File: src/pts_pkg.sv
package pts_pkg;

  localparam logic [7:0]  ADDR_CTRL      = 8'h00;
  localparam logic [7:0]  ADDR_TIMER     = 8'h04;
  localparam logic [7:0]  ADDR_APPLIED   = 8'h08;
  localparam logic [7:0]  ADDR_LAST_TX   = 8'h0c;
  localparam logic [7:0]  ADDR_STATUS    = 8'h10;

  localparam int          CTRL_RX_LSB    = 0;
  localparam int          CTRL_TX_LSB    = 8;
  localparam int          TIMER_EV_LSB   = 0;
  localparam int          TIMER_INH_LSB  = 16;
  localparam int          STAT_HOLD_BIT  = 16;
  localparam int          STAT_FULL_BIT  = 17;
  localparam int          STAT_INH_BIT   = 18;

  localparam logic [7:0]  TYPE_ACYCLIC   = 8'h00;
  localparam logic [7:0]  TYPE_CYC_MAX   = 8'hf0;
  localparam logic [7:0]  TYPE_ASYNC_A   = 8'hfe;
  localparam logic [7:0]  TYPE_ASYNC_B   = 8'hff;

  localparam logic [7:0]  RST_TYPE       = 8'hff;
  localparam logic [15:0] RST_TIME       = 16'h0000;
  localparam logic [31:0] RST_WORD       = 32'h0000_0000;

  localparam int          CLK_PERIOD_NS  = 25;
  localparam int          MS_NS          = 1000000;
  localparam int          MS_CYCLES      = MS_NS / CLK_PERIOD_NS;

  typedef struct packed {
    logic [15:0] high_word;
    logic [15:0] low_word;
  } pts_param_t;

  typedef struct packed {
    logic        psel;
    logic        penable;
    logic        pwrite;
    logic [7:0]  paddr;
    logic [31:0] pwdata;
  } pts_apb_req_t;

  typedef enum logic [1:0] {
    TXC_NONE   = 2'b00,
    TXC_SYNC   = 2'b01,
    TXC_CYCLIC = 2'b10,
    TXC_ASYNC  = 2'b11
  } pts_class_t;

  function automatic pts_class_t pts_classify(input logic [7:0] kind);
    pts_class_t c;
    c = TXC_NONE;
    if (kind == TYPE_ACYCLIC) begin
      c = TXC_SYNC;
    end else if (kind <= TYPE_CYC_MAX) begin
      c = TXC_CYCLIC;
    end else if (kind == TYPE_ASYNC_A || kind == TYPE_ASYNC_B) begin
      c = TXC_ASYNC;
    end
    return c;
  endfunction : pts_classify

endpackage : pts_pkg

File: src/pts_node.sv
// The implementer's own choices: the APB interface to the registers and the register addresses.
`timescale 1ns/10ps
// Behaviour
// - Receive objects carry data from master to this node and transmit objects carry data from this node to the master.
// - With asynchronous types an object goes out on a change when the event time is zero and on event-timer expiry otherwise, not on a SYNC period.
// - With type 0 the master sends receive data only on change and the node applies it at the next SYNC.
// - With type 0 the node sends transmit data only when it changed and a SYNC arrived, valid at the master on receipt.
// - With type 1 to 240 receive data is applied by the node only at the next SYNC.
// - With type N the node sends transmit data every N SYNCs regardless of change.
// - With type 254 receive data is applied by the node on receipt.
// - With type 254 or 255 the node sends once per event period and then stays silent for the inhibit time.
// - With type 254 or 255 and event and inhibit times both zero the node sends transmit data at once on every change.
// - Fast-changing monitored values should use a synchronous type so the network is not flooded.
module pts_node #(
  parameter int MS_CYC = pts_pkg::MS_CYCLES
) (
  // Clock, reset and enable.
  input  wire logic                CLK,
  input  wire logic                NRST,
  input  wire logic                CE,
  // Register bus.
  input  wire pts_pkg::pts_apb_req_t APB_REQ,
  output logic [31:0]              PRDATA,
  output logic                     PREADY,
  output logic                     PSLVERR,
  // Objects from the master.
  input  wire logic                SYNC_RX,
  input  wire logic                RXPDO_VALID,
  input  wire pts_pkg::pts_param_t RXPDO_DATA,
  // Drive side.
  input  wire pts_pkg::pts_param_t MON_VALUE,
  output pts_pkg::pts_param_t      SPEED_CMD,
  output logic                     APPLY_STROBE,
  // Objects to the master.
  output logic                     TXPDO_VALID,
  output pts_pkg::pts_param_t      TXPDO_DATA,
  input  wire logic                TXPDO_READY
);
  import pts_pkg::*;

  logic [7:0]  rx_type_ff;
  logic [7:0]  tx_type_ff;
  logic [15:0] event_ms_ff;
  logic [15:0] inhibit_ms_ff;
  logic [15:0] tx_count_ff;
  logic [31:0] nxt_rdata;
  logic        nxt_err;
  logic        access;
  logic        commit;
  pts_class_t  rx_class;
  pts_class_t  tx_class;

  assign rx_class = pts_classify(rx_type_ff);
  assign tx_class = pts_classify(tx_type_ff);

  // Zero-wait decoding would make PREADY combinational, so one wait state
  // is spent to keep every bus output on a flip-flop.
  assign access = APB_REQ.psel & APB_REQ.penable;
  assign commit = access & PREADY;

  pts_param_t  hold_ff;
  logic        hold_v_ff;
  pts_param_t  last_tx_ff;
  logic        tail_v_ff;
  logic [15:0] inh_left_ff;

  always_comb begin
    nxt_rdata = RST_WORD;
    nxt_err   = 1'b0;
    unique case (APB_REQ.paddr)
      ADDR_CTRL: begin
        nxt_rdata[CTRL_RX_LSB +: 8] = rx_type_ff;
        nxt_rdata[CTRL_TX_LSB +: 8] = tx_type_ff;
      end
      ADDR_TIMER: begin
        nxt_rdata[TIMER_EV_LSB +: 16]  = event_ms_ff;
        nxt_rdata[TIMER_INH_LSB +: 16] = inhibit_ms_ff;
      end
      ADDR_APPLIED: nxt_rdata = SPEED_CMD;
      ADDR_LAST_TX: nxt_rdata = last_tx_ff;
      ADDR_STATUS: begin
        nxt_rdata[15:0]          = tx_count_ff;
        nxt_rdata[STAT_HOLD_BIT] = hold_v_ff;
        nxt_rdata[STAT_FULL_BIT] = tail_v_ff;
        nxt_rdata[STAT_INH_BIT]  = (inh_left_ff != RST_TIME);
      end
      default: nxt_err = 1'b1;
    endcase
  end

  always_ff @(posedge CLK or negedge NRST) begin
    if (!NRST) begin
      PREADY  <= 1'b0;
      PRDATA  <= RST_WORD;
      PSLVERR <= 1'b0;
    end else if (CE) begin
      PREADY <= access & ~PREADY;
      if (access & ~PREADY) begin
        PRDATA  <= APB_REQ.pwrite ? RST_WORD : nxt_rdata;
        PSLVERR <= nxt_err;
      end else begin
        PRDATA  <= RST_WORD;
        PSLVERR <= 1'b0;
      end
    end
  end

  always_ff @(posedge CLK or negedge NRST) begin
    if (!NRST) begin
      rx_type_ff    <= RST_TYPE;
      tx_type_ff    <= RST_TYPE;
      event_ms_ff   <= RST_TIME;
      inhibit_ms_ff <= RST_TIME;
    end else if (CE && commit && APB_REQ.pwrite) begin
      if (APB_REQ.paddr == ADDR_CTRL) begin
        rx_type_ff <= APB_REQ.pwdata[CTRL_RX_LSB +: 8];
        tx_type_ff <= APB_REQ.pwdata[CTRL_TX_LSB +: 8];
      end
      if (APB_REQ.paddr == ADDR_TIMER) begin
        event_ms_ff   <= APB_REQ.pwdata[TIMER_EV_LSB +: 16];
        inhibit_ms_ff <= APB_REQ.pwdata[TIMER_INH_LSB +: 16];
      end
    end
  end

  // Receive path: received objects only ever flow into the drive.
  logic rx_now;
  assign rx_now = RXPDO_VALID & (rx_class == TXC_ASYNC);

  always_ff @(posedge CLK or negedge NRST) begin
    if (!NRST) begin
      hold_ff      <= RST_WORD;
      hold_v_ff    <= 1'b0;
      SPEED_CMD    <= RST_WORD;
      APPLY_STROBE <= 1'b0;
    end else if (CE) begin
      APPLY_STROBE <= 1'b0;
      if (rx_now) begin
        SPEED_CMD    <= RXPDO_DATA;
        APPLY_STROBE <= 1'b1;
        hold_v_ff    <= 1'b0;
      end else if (SYNC_RX && hold_v_ff) begin
        SPEED_CMD    <= hold_ff;
        APPLY_STROBE <= 1'b1;
        hold_v_ff    <= 1'b0;
      end
      // A word arriving with a SYNC waits for the following SYNC.
      if (RXPDO_VALID && (rx_class == TXC_SYNC || rx_class == TXC_CYCLIC)) begin
        hold_ff   <= RXPDO_DATA;
        hold_v_ff <= 1'b1;
      end
    end
  end

  // Millisecond time base for the event and inhibit timers.
  logic [15:0] ms_cnt_ff;
  logic        ms_tick_ff;

  always_ff @(posedge CLK or negedge NRST) begin
    if (!NRST) begin
      ms_cnt_ff  <= RST_TIME;
      ms_tick_ff <= 1'b0;
    end else if (CE) begin
      ms_tick_ff <= (ms_cnt_ff == 16'(MS_CYC - 1));
      if (ms_cnt_ff == 16'(MS_CYC - 1)) begin
        ms_cnt_ff <= RST_TIME;
      end else begin
        ms_cnt_ff <= ms_cnt_ff + 16'h0001;
      end
    end
  end

  // Transmit scheduling.
  logic [7:0]  sync_cnt_ff;
  logic [15:0] ev_cnt_ff;
  logic        due_ff;
  logic        pend_ff;
  logic        changed;
  logic        inh_clear;
  logic        cyc_hit;
  logic        ev_hit;
  logic        trig;
  logic        push;

  assign changed   = (MON_VALUE != last_tx_ff);
  assign inh_clear = (inh_left_ff == RST_TIME);
  assign cyc_hit   = SYNC_RX & ((sync_cnt_ff + 8'h01) == tx_type_ff);
  assign ev_hit    = ms_tick_ff & (event_ms_ff != RST_TIME)
                   & ((ev_cnt_ff + 16'h0001) >= event_ms_ff);
  assign push      = pend_ff & ~tail_v_ff;

  always_comb begin
    trig = 1'b0;
    unique case (tx_class)
      TXC_NONE:   trig = 1'b0;
      TXC_SYNC:   trig = SYNC_RX & changed;
      TXC_CYCLIC: trig = cyc_hit;
      TXC_ASYNC: begin
        if (event_ms_ff != RST_TIME) begin
          trig = due_ff & inh_clear;
        end else begin
          trig = changed & inh_clear;
        end
      end
    endcase
  end

  always_ff @(posedge CLK or negedge NRST) begin
    if (!NRST) begin
      sync_cnt_ff <= 8'h00;
    end else if (CE && tx_class == TXC_CYCLIC && SYNC_RX) begin
      sync_cnt_ff <= cyc_hit ? 8'h00 : sync_cnt_ff + 8'h01;
    end
  end

  always_ff @(posedge CLK or negedge NRST) begin
    if (!NRST) begin
      ev_cnt_ff <= RST_TIME;
      due_ff    <= 1'b0;
    end else if (CE) begin
      if (tx_class != TXC_ASYNC || event_ms_ff == RST_TIME) begin
        ev_cnt_ff <= RST_TIME;
        due_ff    <= 1'b0;
      end else begin
        if (ms_tick_ff) begin
          ev_cnt_ff <= ev_hit ? RST_TIME : ev_cnt_ff + 16'h0001;
        end
        // An expiry during the inhibit time is kept, not dropped.
        due_ff <= ev_hit | (due_ff & ~trig);
      end
    end
  end

  // A trigger landing while the buffer is full waits here.
  always_ff @(posedge CLK or negedge NRST) begin
    if (!NRST) begin
      pend_ff <= 1'b0;
    end else if (CE) begin
      pend_ff <= trig | (pend_ff & ~push);
    end
  end

  always_ff @(posedge CLK or negedge NRST) begin
    if (!NRST) begin
      last_tx_ff  <= RST_WORD;
      tx_count_ff <= RST_TIME;
      inh_left_ff <= RST_TIME;
    end else if (CE) begin
      if (push) begin
        last_tx_ff  <= MON_VALUE;
        tx_count_ff <= tx_count_ff + 16'h0001;
      end
      if (push && tx_class == TXC_ASYNC) begin
        inh_left_ff <= inhibit_ms_ff;
      end else if (ms_tick_ff && !inh_clear) begin
        inh_left_ff <= inh_left_ff - 16'h0001;
      end
    end
  end

  // Two-entry buffer toward the master; the head drives the port directly.
  pts_param_t tail_ff;
  logic       pop;
  assign pop = TXPDO_VALID & TXPDO_READY;

  always_ff @(posedge CLK or negedge NRST) begin
    if (!NRST) begin
      TXPDO_VALID <= 1'b0;
      TXPDO_DATA  <= RST_WORD;
      tail_ff     <= RST_WORD;
      tail_v_ff   <= 1'b0;
    end else if (CE) begin
      if (pop) begin
        if (tail_v_ff) begin
          TXPDO_DATA <= tail_ff;
          tail_v_ff  <= 1'b0;
        end else if (push) begin
          TXPDO_DATA <= MON_VALUE;
        end else begin
          TXPDO_VALID <= 1'b0;
        end
      end else if (push) begin
        if (!TXPDO_VALID) begin
          TXPDO_DATA  <= MON_VALUE;
          TXPDO_VALID <= 1'b1;
        end else begin
          tail_ff   <= MON_VALUE;
          tail_v_ff <= 1'b1;
        end
      end
    end
  end

endmodule : pts_node

File: config.mk
export PLATFORM = sky130hd
export DESIGN_NAME = pts_node
export DESIGN_NICKNAME = d
export VERILOG_FILES = /design/src/pts_pkg.sv /design/src/pts_node.sv
export SDC_FILE = /design/constraint.sdc
export NUM_CORES = 1
export LEC_CHECK = 0
export BUFFER_PORTS_ARGS = -buffer_cell sky130_fd_sc_hd__buf_2
export CORE_ASPECT_RATIO = 0.7
export CORE_UTILIZATION = 35
export CTS_CLUSTER_SIZE = 40
export DETAILED_ROUTE_END_ITERATION = 6
export PLACE_DENSITY_LB_ADDON = 0.08
export SKIP_CTS_REPAIR_TIMING = 1
export SLEW_MARGIN = 20
export SYNTH_ARGS = -nofsm -noshare
export SYNTH_HDL_FRONTEND = slang
export SYNTH_SLANG_ARGS = --single-unit
export TNS_END_PERCENT = 10
File: constraint.sdc
create_clock -name CLK -period 4.8 [get_ports CLK]
set_clock_uncertainty 0.2 [all_clocks]
set_input_delay 0.48 -clock CLK [delete_from_list [all_inputs] [get_ports CLK]]
set_output_delay 0.48 -clock CLK [all_outputs]
set_load 0.03 [all_outputs]
==> metrics.txt <==
status finished, violations left; failing checks design-rule violations; Total GRT Usage 20.8%; routed vias 11942; Max Cap Violations 0; cell with the most instances after synthesis dfrtp_1; die area 45600 um^2; asr flop ratio synth 100%; row count 64; Synth Register Bits 321; RSZ-0062 raised after global routing false; overflow left after global routing 0; Routed WL 46.9 mm; antenna violations before repair 1; Die Span X 255 um; Final Net Count 1841; Critical Path RT 5.06 ns; GPL Wtd Cong 0.809; WS Path Type reg -> reg; Finished Layout Cells 2326; Final Util 43.3%; fmax 0.260 GHz; worst hold path startpoint RXPDO_DATA[14]; Post-Route Setup TNS 0 ns; Avg Cell Area, Syn 10.6 um^2; syn nets 1610; Starting Density 35.7%; CTS tree yes; post-synthesis compound-gate area fraction 11.5%; CTS Root Cell clkbuf_16; FILL cells 4211; critical path launch point type flip-flop; Final Critical Period 3.85 ns; Inst Count DP 2221; DRT Pass-1 Iters 7; clock buffer count from CTS 36; synth warn 0; Worst VDD drop 225 uV; HP Class in -> reg; final worst path period share 80.3%; top post-synthesis cells by area dfrtp_1, mux2_2, mux2i_1; Synth area leader dfrtp_1; # IOs 213; commonest cells in the netlist dfrtp_1, nand2_1, mux2_2; Final Hold Vio Count 0; simple-gate area share of the yosys netlist 13.5%; global-route wire length before repair 71.3 mm; leak pwr 9.25 nW; layout cells sized above 1 26.6%; adder and majority gate portion of the synthesized area 1.92%; clk_lat worst skew 0.53 ns; library cells used by synthesis 73; clk slew on worst S/H paths 0.06 ns; largest net degree at the start of global routing 105; Worst Path Arrival 4.11 ns; PwrDens 458 nW/um^2; Port-buffer cells 212; Area Overhead vs Synth 21.4%; DR iter-0 viols 877; final setup vio count 0; clk buf depth 3; vias per inst 5.13; DRC violations left 1; Core ar. 44000 um^2; largest family of logic cells by synthesized area multiplexers; hold_ws 0.0000686 ns; clk sinks 321; Rel. slew slack 35.2%; Worst Tran Pin Value 0.969 ns; max-slew violations 0; sequential area share after synthesis 51.4%; synthesized area 15700 um^2; dpl hpwl 34.2 mm; post-synthesis xor/xnor area fraction 4.41%; Top FF cell, synth dfrtp_1; CP startpoint ev_cnt_ff[0]; WL per Instance 20.2 um; RR Startpoint ev_cnt_ff[0]; die height 179 um; CP max FO 21; Cells after Synth 1473; CP Capture Type flip-flop; EDFF count, synth 0; Final ANT Viol Nets 0; multiplexer share of the synthesized area 14.6%; vias in the first global route 11557; H-tree Lvls 2; top cell type's share of synthesized area 48.7%
==> cell type report <==
class | count | area (um^2) | share of cell area [%]
Tap cell | 594 | 743 | 3.91
Clock inverter | 16 | 219 | 1.15
Multi-Input combinational cell | 1047 | 7230 | 38.0
Inverter | 28 | 105 | 0.553
Timing Repair Buffer | 270 | 1630 | 8.56
Sequential cell | 321 | 8050 | 42.3
Clock buffer | 47 | 1030 | 5.44
Antenna cell | 3 | 7.51 | 0.0395
==> power by group <==
part	switching (mW)	internal [mW]
clock network	1.17	1.79
logic	1.22	0.777
registers	0.479	3.27
==> registers in the layout (all words and copies together), names as in the netlist, 8 cells and up <==
name           count
inh_left_ff       16
ev_cnt_ff         16
TXPDO_DATA        32
tx_type_ff         8
SPEED_CMD         32
tx_count_ff       16
last_tx_ff        32
inhibit_ms_ff     16
sync_cnt_ff        8
hold_ff           32
tail_ff           32
PRDATA            32
ms_cnt_ff         16
event_ms_ff       16
rx_type_ff         8
==> logic make-up (layout without fill, tap and decap cells) <==
| logic type | Yosys count | count (layout) |
|---|---|---|
| xor+xnor | 79 | 79 |
| mux | 213 | 213 |
| other cells | 0 | 3 |
| simple gates | 464 | 464 |
| buf+inv | 105 | 361 |
| flops | 321 | 321 |
| fa+ha+maj | 24 | 24 |
| compound gates | 267 | 267 |
==> metrics by stage <==
step	setup WS, ns	power, mW	cell area (um^2)
floorplan	1.36	5.03	15700
global placement	1.04	5.76	17400
detailed placement	1.02	5.79	17400
CTS	0.977	8.79	18600
global route	0.684	9.18	19000
finish	0.947	8.72	19000
==> path summary, 6_finish.rpt <==
kind	endpoint	slack, ns	cells after the start
setup / recovery	ev_cnt_ff[13]	0.95	13
hold / removal	hold_ff[14]	0.00007	2
setup reg to reg	ev_cnt_ff[13]	0.95	13
hold reg to reg	tx_count_ff[15]	0.28	1
max in group asynchronous	hold_ff[13]	2.90	3
min in group asynchronous	TXPDO_DATA[9]	0.36	2
==> worst max-delay path: stages, from the launching register on <==
cell	delay (ns)
dfrtp_1	0.41
ha_1	0.21
nand3_1	0.24
nor4_1	0.73
nand3_1	0.26
xnor2_1	0.19
ha_1	0.20
a211oi_1	0.22
o21bai_1	0.13
a211o_1	0.25
a21oi_1	0.16
buf_4	0.28
and3_1	0.19
a221o_1	0.11
==> layer usage <==
layer / track usage (%) / share of wire (%)
met5: 0 / 0
met4: 4.82 / 2.0
met3: 4.30 / 5.6
met2: 31.2 / 43
met1: 30.7 / 49
==> placed cells by master (no fill, tap or decap), types with 7 or more instances in the layout <==
cell	netlist	final
buf_4	1	17
dfstp_2	16	16
xnor2_1	35	35
a22o_1	8	8
a222oi_1	16	16
mux2_2	127	127
a22oi_1	16	16
mux2i_1	85	85
dfrtp_1	305	305
o2bb2ai_1	35	35
buf_2	8	211
nor2b_1	8	8
and2_1	7	7
clkinv_2	0	9
nand4_1	16	16
o21ai_0	88	88
clkbuf_16	0	38
or3_1	7	7
or2_2	8	8
inv_1	28	28
ha_1	24	24
nor2_1	92	91
nor4_1	20	20
dlygate4sd3_1	0	39
nand2_1	221	219
nand3_1	32	31
xor2_1	44	44
a21oi_1	56	56
nor3_1	20	19
and3_1	9	9
(Power assumes the default switching activity.)
